**src/include/flash_cmd_consts.svh**
```systemverilog
// Constants of the serial flash resume, burst-wrap and write-enable decoder
`ifndef FLASH_CMD_CONSTS_SVH
`define FLASH_CMD_CONSTS_SVH

// ****************************************
// Opcodes
// ****************************************
`define OPC_RESUME_A     8'h7a
`define OPC_RESUME_B     8'hd0
`define OPC_SET_WRAP     8'h77
`define OPC_WRITE_ENABLE 8'h06
`define OPC_QUAD_READ_A  8'heb
`define OPC_QUAD_READ_B  8'he7

// ****************************************
// Frame layout, in serial clocks
// ****************************************
`define OPCODE_CLOCKS    6'h08
`define WRAP_ADDR_LAST   6'h0d
`define WRAP_DATA_LAST   6'h0f
`define WRAP_MIN_CLOCKS  6'h10

// ****************************************
// Field positions and reset values
// ****************************************
`define WRAP_FIELD_HI    6
`define WRAP_FIELD_LO    4
`define WRAP_RESET       3'h1

// ****************************************
// Timing
// ****************************************
`define CLK_PERIOD_PS    4000
`define RESUME_LATENCY_NS 5000
`define RESUME_CYCLES    ((`RESUME_LATENCY_NS * 1000) / `CLK_PERIOD_PS)

`endif

```
**src/include/flash_cmd_pkg.sv**
```systemverilog
// Types shared by the serial flash command decoder
package flash_cmd_pkg;

   // Serial frame decode phase
   typedef enum logic [1:0] {
      PH_OPCODE = 2'b00,
      PH_ADDR   = 2'b01,
      PH_WRAP   = 2'b10,
      PH_SKIP   = 2'b11
   } phase_t;

   // Status flags seen by the host through status reads
   typedef struct packed {
      logic eraseSuspendedFlag;
      logic programSuspendedFlag;
      logic suspendSummaryFlag;
      logic opInProgressFlag;
      logic writeLatchFlag;
   } status_t;

   // Whole state of the decoder
   typedef struct packed {
      logic        csS1;
      logic        csS2;
      logic        csPrev;
      logic        sckS1;
      logic        sckS2;
      logic        sckPrev;
      logic [3:0]  ioS1;
      logic [3:0]  ioS2;
      phase_t      phase;
      logic [5:0]  clocks;
      logic [7:0]  shift;
      logic [7:0]  opcode;
      logic [2:0]  wrapSettingBits;
      logic        quadRead;
      status_t     status;
      logic [15:0] resumeCnt;
      logic        restartProgram;
      logic        restartErase;
      logic        protGo;
      logic        protRefused;
      logic [23:0] readAddr;
   } state_t;

endpackage

```
**src/hdl/flash_cmd_decoder.sv**
```systemverilog
// Resume, burst-wrap and write-enable command decoder of a serial flash
`timescale 1ns/1ps
`default_nettype none
`include "flash_cmd_consts.svh"

// Notes on behaviour
// - Opcodes 7Ah and D0h both mean program/erase resume.
// - Resume acts only if a suspended flag is set and busy is clear.
// - Resume ignores the write-latch flag.
// - Resume frame is an eight-clock serial opcode, MSB first; trailing whole bytes still let it act.
// - Resume clears the matching suspended flag; summary clears when both clear.
// - Resume sets the busy flag.
// - Suspended operation restarts within the resume latency after chip select rises.
// - Suspends are ignored while a resume takes effect.
// - With both suspended, resume restarts the program first.
// - Wrap setting from 77h applies to later EBh and E7h reads.
// - Wrapped read runs to window end, then from window start.
// - Wrap frame: serial opcode, then address and data on four lines.
// - Three address bytes over six clocks follow, value ignored.
// - Wrap byte uses only bits six to four.
// - Codes 00..11 give 8, 16, 32, 64 bytes; disable bit stops wrapping.
// - Wrap setting persists until another 77h changes it.
// - Chip select ending off a byte boundary leaves wrap unchanged.
// - Complete 06h sets the write-latch flag at chip select rise.
// - Program, erase, OTP and status writes refused without write latch.
// - Write-enable frame is an eight-clock serial opcode, MSB first.
// - Suspend sets summary and suspended flag, clears busy.
module flash_cmd_decoder
   import flash_cmd_pkg::*;
#(
   parameter int RESUME_CYCLES = `RESUME_CYCLES
) (
   // Clock and reset
   input  wire logic        clock,
   input  wire logic        rst,
   // Serial pins from the host
   input  wire logic        csN,
   input  wire logic        sck,
   input  wire logic [3:0]  io,
   // Program/erase engine events
   input  wire logic        suspendReq,
   input  wire logic        suspendIsProgram,
   input  wire logic        opDone,
   input  wire logic        writeLatchClear,
   // Protected command requests
   input  wire logic        protCmdReq,
   output logic             protCmdGo,
   output logic             protCmdRefused,
   // Restart strobes to the engines and the resume window flag
   output logic             restartProgram,
   output logic             restartErase,
   output logic             resumeInEffect,
   // Status and wrap setting
   output status_t          status,
   output logic [2:0]       wrapSettingBits,
   output logic             quadReadActive,
   // Read address generator
   input  wire logic        addrLoad,
   input  wire logic [23:0] loadAddr,
   input  wire logic        addrStep,
   output logic [23:0]      readAddr
);

   // ****************************************
   // Helpers
   // ****************************************

   // Mask of the address bits that advance inside a wrap window
   function automatic logic [23:0] wrapMask(input logic [2:0] bits);
      logic [23:0] m;
      m = 24'h000007;
      case (bits[2:1])
         2'b00: m = 24'h000007;
         2'b01: m = 24'h00000f;
         2'b10: m = 24'h00001f;
         2'b11: m = 24'h00003f;
         default: m = 24'h000007;
      endcase
      return m;
   endfunction

   // True when the opcode is one of the resume codes
   function automatic logic isResume(input logic [7:0] op);
      return (op == `OPC_RESUME_A) || (op == `OPC_RESUME_B);
   endfunction

   // ****************************************
   // State
   // ****************************************

   state_t      s;
   state_t      next_s;

   logic        sckRise;
   logic        csRise;
   logic        frameOn;
   logic        byteEnd;
   logic        wrapOk;
   logic [7:0]  newByte;
   logic [23:0] mask;
   logic [23:0] stepped;

   // Pin edges, seen only from the second synchroniser stage
   assign frameOn = ~s.csS2;
   assign sckRise = frameOn & s.sckS2 & ~s.sckPrev;
   assign csRise  = s.csS2 & ~s.csPrev;
   // Serial framing ends on a byte boundary with a whole opcode in
   assign byteEnd = (s.phase != PH_OPCODE) && (s.clocks[2:0] == 3'h0);
   // Quad phase moves four bits a clock, so an even count is a whole byte
   assign wrapOk  = (s.phase == PH_SKIP) && (s.clocks >= `WRAP_MIN_CLOCKS)
                    && ~s.clocks[0];

   // ****************************************
   // Next state
   // ****************************************
   always_comb begin
      next_s = s;
      newByte = 8'h00;
      mask = wrapMask(s.wrapSettingBits);
      stepped = 24'h000000;

      // Two-stage synchronisers for every pin
      next_s.csS1    = csN;
      next_s.csS2    = s.csS1;
      next_s.csPrev  = s.csS2;
      next_s.sckS1   = sck;
      next_s.sckS2   = s.sckS1;
      next_s.sckPrev = s.sckS2;
      next_s.ioS1    = io;
      next_s.ioS2    = s.ioS1;

      // One-cycle strobes
      next_s.restartProgram = 1'b0;
      next_s.restartErase   = 1'b0;
      next_s.protGo         = 1'b0;
      next_s.protRefused    = 1'b0;

      // Serial shifting during a frame
      if (sckRise) begin
         next_s.clocks = s.clocks + 6'h01;
         case (s.phase)
            PH_OPCODE: begin
               newByte = {s.shift[6:0], s.ioS2[0]};
               next_s.shift = newByte;
               if (s.clocks == `OPCODE_CLOCKS - 6'h01) begin
                  next_s.opcode = newByte;
                  if (newByte == `OPC_SET_WRAP) begin
                     next_s.phase = PH_ADDR;
                  end else begin
                     next_s.phase = PH_SKIP;
                  end
                  if (newByte == `OPC_QUAD_READ_A || newByte == `OPC_QUAD_READ_B) begin
                     next_s.quadRead = 1'b1;
                  end
               end
            end
            PH_ADDR: begin
               // Address value is not kept
               if (s.clocks == `WRAP_ADDR_LAST) begin
                  next_s.phase = PH_WRAP;
               end
            end
            PH_WRAP: begin
               next_s.shift = {s.shift[3:0], s.ioS2};
               if (s.clocks == `WRAP_DATA_LAST) begin
                  next_s.phase = PH_SKIP;
               end
            end
            PH_SKIP: begin
               next_s.phase = PH_SKIP;
            end
            default: begin
               next_s.phase = PH_SKIP;
            end
         endcase
      end

      // Resume latency window
      if (s.resumeCnt != 16'h0000) begin
         next_s.resumeCnt = s.resumeCnt - 16'h0001;
      end

      // Engine events on the status flags
      if (opDone) begin
         next_s.status.opInProgressFlag = 1'b0;
      end
      if (writeLatchClear) begin
         next_s.status.writeLatchFlag = 1'b0;
      end
      if (suspendReq && s.status.opInProgressFlag && s.resumeCnt == 16'h0000) begin
         next_s.status.suspendSummaryFlag = 1'b1;
         next_s.status.opInProgressFlag   = 1'b0;
         if (suspendIsProgram) begin
            next_s.status.programSuspendedFlag = 1'b1;
         end else begin
            next_s.status.eraseSuspendedFlag = 1'b1;
         end
      end

      // Protected commands need the write latch
      if (protCmdReq) begin
         next_s.protGo      = s.status.writeLatchFlag;
         next_s.protRefused = ~s.status.writeLatchFlag;
         // An accepted command starts its engine, so the device turns busy
         if (s.status.writeLatchFlag) begin
            next_s.status.opInProgressFlag = 1'b1;
         end
      end

      // Commands act when chip select rises
      if (csRise) begin
         if (byteEnd && s.opcode == `OPC_WRITE_ENABLE) begin
            next_s.status.writeLatchFlag = 1'b1;
         end
         // Write latch plays no part in this decision
         if (byteEnd && isResume(s.opcode)
             && (s.status.eraseSuspendedFlag || s.status.programSuspendedFlag)
             && ~s.status.opInProgressFlag) begin
            next_s.status.opInProgressFlag = 1'b1;
            next_s.resumeCnt = 16'(RESUME_CYCLES);
            if (s.status.programSuspendedFlag) begin
               next_s.status.programSuspendedFlag = 1'b0;
               next_s.restartProgram = 1'b1;
               if (~s.status.eraseSuspendedFlag) begin
                  next_s.status.suspendSummaryFlag = 1'b0;
               end
            end else begin
               next_s.status.eraseSuspendedFlag = 1'b0;
               next_s.status.suspendSummaryFlag = 1'b0;
               next_s.restartErase = 1'b1;
            end
         end
         if (wrapOk && s.opcode == `OPC_SET_WRAP) begin
            next_s.wrapSettingBits = s.shift[`WRAP_FIELD_HI:`WRAP_FIELD_LO];
         end
      end

      // Frame state clears while chip select is high
      if (~frameOn) begin
         next_s.phase    = PH_OPCODE;
         next_s.clocks   = 6'h00;
         next_s.quadRead = 1'b0;
         if (~csRise) begin
            next_s.opcode = 8'h00;
         end
      end

      // Read address walk, wrapping inside the aligned window
      if (addrLoad) begin
         next_s.readAddr = loadAddr;
      end else if (addrStep) begin
         stepped = s.readAddr + 24'h000001;
         if (s.quadRead && ~s.wrapSettingBits[0]) begin
            next_s.readAddr = (s.readAddr & ~mask) | (stepped & mask);
         end else begin
            next_s.readAddr = stepped;
         end
      end
   end

   // ****************************************
   // State register
   // ****************************************
   always_ff @(posedge clock or posedge rst) begin
      if (rst) begin
         s <= '0;
         s.csS1 <= 1'b1;
         s.csS2 <= 1'b1;
         s.csPrev <= 1'b1;
         s.phase <= PH_OPCODE;
         s.wrapSettingBits <= `WRAP_RESET;
      end else begin
         s <= next_s;
      end
   end

   // ****************************************
   // Outputs
   // ****************************************
   assign protCmdGo       = s.protGo;
   assign protCmdRefused  = s.protRefused;
   assign restartProgram  = s.restartProgram;
   assign restartErase    = s.restartErase;
   assign resumeInEffect  = (s.resumeCnt != 16'h0000);
   assign status          = s.status;
   assign wrapSettingBits = s.wrapSettingBits;
   assign quadReadActive  = s.quadRead;
   assign readAddr        = s.readAddr;

endmodule // flash_cmd_decoder

`default_nettype wire

```
**config.mk**
```make
export PLATFORM = sky130hd
export DESIGN_NAME = flash_cmd_decoder
export DESIGN_NICKNAME = d
export VERILOG_FILES = /design/src/include/flash_cmd_pkg.sv /design/src/hdl/flash_cmd_decoder.sv
export VERILOG_INCLUDE_DIRS = /design/src /design/src/include
export SDC_FILE = /design/constraint.sdc
export NUM_CORES = 1
export LEC_CHECK = 0
export BUFFER_PORTS_ARGS = -buffer_cell sky130_fd_sc_hd__buf_2
export CELL_PAD_IN_SITES_DETAIL_PLACEMENT = 2
export CELL_PAD_IN_SITES_GLOBAL_PLACEMENT = 2
export CORE_MARGIN = 2
export CORE_UTILIZATION = 37
export CTS_BUF_LIST = sky130_fd_sc_hd__clkbuf_4 sky130_fd_sc_hd__clkbuf_8
export DETAILED_ROUTE_END_ITERATION = 8
export HOLD_SLACK_MARGIN = 0.05
export PLACE_DENSITY = 0.86
export SLEW_MARGIN = 0
export SYNTH_ARGS = -nofsm -noshare
export SYNTH_HDL_FRONTEND = slang
export SYNTH_SLANG_ARGS = --single-unit
```
**constraint.sdc**
```tcl
create_clock -name clock -period 3.1 [get_ports clock]
set_clock_uncertainty 0.05 [all_clocks]
set_input_delay 0.465 -clock clock [delete_from_list [all_inputs] [get_ports clock]]
set_output_delay 0.465 -clock clock [all_outputs]
set_load 0.01 [all_outputs]
```
# After elaboration in Yosys (flattened, before gate mapping)
# Cells that the tools add are included.
# totals
register_bits,91
inputBits,39
output_inout_bits,38
# op_classes
add_sub_neg,3
n_lt_le_gt_ge,1
eq_ne,19
mux,40
bitwise_logic,14
reduce_logical,30
# ops
op,count
$mux W24,4
$pmux W24 S4,1
$and A24 B24 Y24,2
$mux W8,5
$add A24 B1 Y24 const B,1
$eq A8 B7 Y1 const B,3
$eq A8 B8 Y1 const B,3
$not A24 Y24,1
$or A24 B24 Y24,1
$mux W23,1
$mux W1,18
$mux W18,1
$logic_not A16 Y1,1
$mux W16,1
$pmux W8 S2,1
$reduce_bool A16 Y1,1
$sub A16 B1 Y16 const B,1
$reduce_bool A2 Y1,7
$eq A6 B4 Y1 const B,2
$logic_and A1 B1 Y1,11
$mux W2,5
$ne A3 B3 Y1 const B,3
$eq A2 B2 Y1 const B,4
$eq A8 B3 Y1 const B,1
13 further kinds,28

# Depth between registers and ports, before layout
# depth
ltp_word,8
depth_mapped,7
depth_no_buf,6

# Worst setup path after synthesis
# OpenSTA, ideal clock, no wires.
# synth_timing
kind,register -> register
from,register s[28] (netlist name)
to,register s[31] (netlist name)
setup_ns,0.079
t_arrival_ns,1.813
required_time_ns,2.971
slack_ns,1.158
stages_incl_launch_ff,8
path_buffers,1
path_cell_list,dfrtp_1 inv_1 ha_1 nor2b_1 and3_1 buf_2 a2111oi_0 mux2i_1
# synth_rtl
item,line_no,source
start: declaration,flash_cmd_decoder.sv:91,state_t s;
start signal: assignment,flash_cmd_decoder.sv:273,s <= next_s;

# Worst setup path in the final report
# layout_timing
from,register s[28] (netlist name)
to,output port resumeInEffect
# layout_between
elab_chain_cells,1
# layout_lines
item,line_no,source
$reduce_bool A16 Y1,flash_cmd_decoder.sv:284,assign resumeInEffect = (s.resumeCnt != 16'h0000);
end: declaration,flash_cmd_decoder.sv:52,"output logic resumeInEffect,"
# No other way between the ends.

==> run_results.csv <==
group,metric,value,unit
logic_synthesis,ys_async_sr_fraction,100,%
drt,drt_pass1_iterations,4,
global_route,antenna_found_initial,0,
cells_and_area,drive_above_1_share,22.6,%
place,dp_hpwl,10200,um
global_route,grt_pass1_wl,22800,um
clocking,cts_buffers,9,
drt,viasPerCell,5.64,
logic_synthesis,seq_area_frac_synth,47.2,%
sta,report.final.setup_viol,0,
logic_synthesis,postSynth.topFlopCell,"dfrtp_1",
logic_synthesis,synthCells,487,
clocking,cts.sinks,90,
power_and_ir_drop,ir_drop,262,uV
drt,route.met3.wl,489,um
critical_path,cp_slowest_cell,"and3_1",
global_route,grt_pass1_vias,4292,
outcome,status,"finished, final reports clean",
place,portBuffers,76,
clocking,ctsResizeCount,0,
critical_path,cp_data_required_time,2580,ps
logic_synthesis,netlist.area_leader.share,45.0,%
sta,rsz0062_at_grt,"no",
clocking,clock_path_buffers,2,
critical_path,critPathMaxFanout,10,
critical_path,critPathMaxStageDelay,480,ps
sta,hold_violations,0,
cells_and_area,stdcell_count,704,
cells_and_area,seqCellArea,2260,um2
floorplanning,start_util,37.9,%
critical_path,path_class,"register to output port",
clocking,cts-root-buf,"clkbuf_8",
cells_and_area,multi_input_area,2150,um2
floorplanning,die_area,13900,um2
critical_path,crit_arrival,2230,ps
logic_synthesis,synth_cell_types,63,
logic_synthesis,synth_area_leader_cell,"dfrtp_1",
global_route,grt-ovfl-total,0,
clocking,insertion_delay,370,ps
clocking,clk_pin_slew_worst_paths,90,ps
critical_path,cp_num_buf_inv,2,
job,max_cap_violations,0,
sta,period_minus_slack,2750,ps
drt,wl_met1,6010,um
floorplanning,rows,41,
drt,drt-total-wl,13700,um
clocking,cts_tree,"built",
critical_path,crit_family,"simple AND/OR/NAND/NOR gates",
logic_synthesis,ys_top_cells_by_area,"dfrtp_1, buf_4, mux2i_1",
clocking,cts_setup_buffers,0,
floorplanning,io_pins,77,
critical_path,path_cells,"inv_1 > ha_1 > nor2b_1 > and3_1 > nand2_1 > buf_2",
global_route,grt.total_usage,20.6,%
logic_synthesis,ys_ff_latch,90,
floorplanning,die_h,118,um
cells_and_area,antenna_cells,0,
critical_path,timing.rr.start,"wrapSettingBits[0]",
clocking,hold_buffers,0,
place,dp.cells,688,
drt,wl_per_cell,19.4,um
min_path,worstHoldPathType,"primary input to asynchronous set/reset pin",
cells_and_area,area_growth,10.8,%
drt,dr.first_iter.drc_count,223,
critical_path,endpoint_kind,"output port",
place,gp_congestion,0.817,
cells_and_area,fin_area,5300,um2
critical_path,reg2reg_to,"readAddr[17]",
drt,wl_met2,6950,um
logic_synthesis,synth-edff-count,0,
cells_and_area,n_fill_cell,1414,
cells_and_area,final_common_cell,"dfrtp_1",
sta,worstMarginPinSlew,785,ps
logic_synthesis,syn_area,4780,um2
critical_path,rrSetupSlack,820,ps
critical_path,start_kind,"register",
sta,finalCritPeriodShare,88.6,%
sta,relSlewSlack,47.7,%
logic_synthesis,syn_avg_cell_area,9.82,um2
sta,slew_violations,0,
cells_and_area,nets,571,
floorplanning,coreArea,12600,um2
logic_synthesis,syn-num-nets,531,
drt,vias,3973,
logic_synthesis,ys_warn_count,0,
floorplanning,die_w,118,um
power_and_ir_drop,power_density,459,nW/um2
drt,drc_errors,0,
drt,top_layer,"met4",
place,dpl_cell_area,5110,um2
clocking,cts.htree.levels,3,
drt,ant_nets,0,
sta,setup_tns,0,ps
cells_and_area,layout_common_cells,"dfrtp_1, buf_2, nor2_1, nand2_1, mux2i_1",
critical_path,worstRegToRegCells,4,
global_route,grt_max_degree,51,
sta,fmax,364,MHz
power_and_ir_drop,power.leakage,0.00238,uW
## Yosys cell counts, types with 2 or more instances
master    count
ha_1          5
a21boi_0      2
and4_1        7
clkbuf_1     12
xor2_1        7
buf_4        32
a21oi_1      20
mux2_2        6
and3_1        5
nand4_1      16
o21ai_0      15
nor2_1       43
nand3_1      19
nand3b_1      3
buf_2         7
dfstp_2       4
or2_2         5
or4_1        15
or3_1         6
a211o_1       2
o32ai_1       2
xnor2_1       6
nor4_1        3
o311ai_0      5
a311o_1       2
nand2_1      36
a31oi_1      11
nor4b_1       2
o211ai_1      7
o31ai_1      12
and2_1        6
dfrtp_1      86
nand2b_1      4
mux2i_1      21
inv_1        12
a21o_1        3
nor2b_1       6
nor3_1        7
## flip-flops by register name, indices dropped and copies added (netlist names), named ones only
signal / count
next_s: 8
protCmdGo: 1
protCmdRefused: 1
quadReadActive: 1
readAddr: 21
restartErase: 1
restartProgram: 1
s: 45
status: 5
wrapSettingBits: 3
## metrics by stage
| stage | total power, uW | setup slack (ps) | hold slack [ps] | utilization, % |
|---|---|---|---|---|
| floorplan | 1540 | 256 | 281 | - |
| global placement | 1620 | 946 | 283 | 40.5 |
| detailed placement | 1640 | 759 | 289 | 40.5 |
| CTS | 2470 | 340 | 121 | 42.0 |
| global route | 2560 | 220 | 121 | 42.0 |
| finish | 2430 | 352 | 141 | 42.0 |
## kinds of logic (layout without fill, tap and decap cells)
family / after synthesis / in the layout / synth area share, %
compound gates: 93 / 93 / 13.1
mux: 27 / 27 / 5.81
fa+ha+maj: 5 / 5 / 1.31
buf+inv: 65 / 110 / 7.79
flops: 90 / 90 / 47.2
xor+xnor: 13 / 13 / 2.38
simple gates: 194 / 194 / 22.4
## cell type report
| cell class | instances | area share [%] |
|---|---|---|
| multi-input combinational | 332 | 40.6 |
| timing repair buffer | 81 | 8.12 |
| clock inverter | 3 | 0.755 |
| sequential | 90 | 42.6 |
| inverter | 13 | 0.944 |
| tap | 172 | 4.06 |
| clock buffer | 13 | 2.90 |
## per-layer routing
layer  GRT usage [%]  vias up
met2            35.5       75
met3            3.83       15
li1                -     1827
met1            26.1     2056
met5               0        -
met4            7.00        0
## how the worst max path moves through the flow
| stage | to | cells past startpoint | slack [ps] | start |
|---|---|---|---|---|
| floorplan | asynchronous set/reset pin | 1 | 260 | rst |
| global placement | resumeInEffect | 6 | 950 | s[28] |
| detailed placement | resumeInEffect | 6 | 760 | s[28] |
| CTS | resumeInEffect | 6 | 340 | s[28] |
| global route | resumeInEffect | 6 | 220 | s[28] |
| finish | resumeInEffect | 6 | 350 | s[28] |
## power by group
group	internal (uW)	switching, uW
Combinational	117	154
Clock	407	411
Sequential	1240	103
No activity file was read; power rests on OpenSTA's default activity.
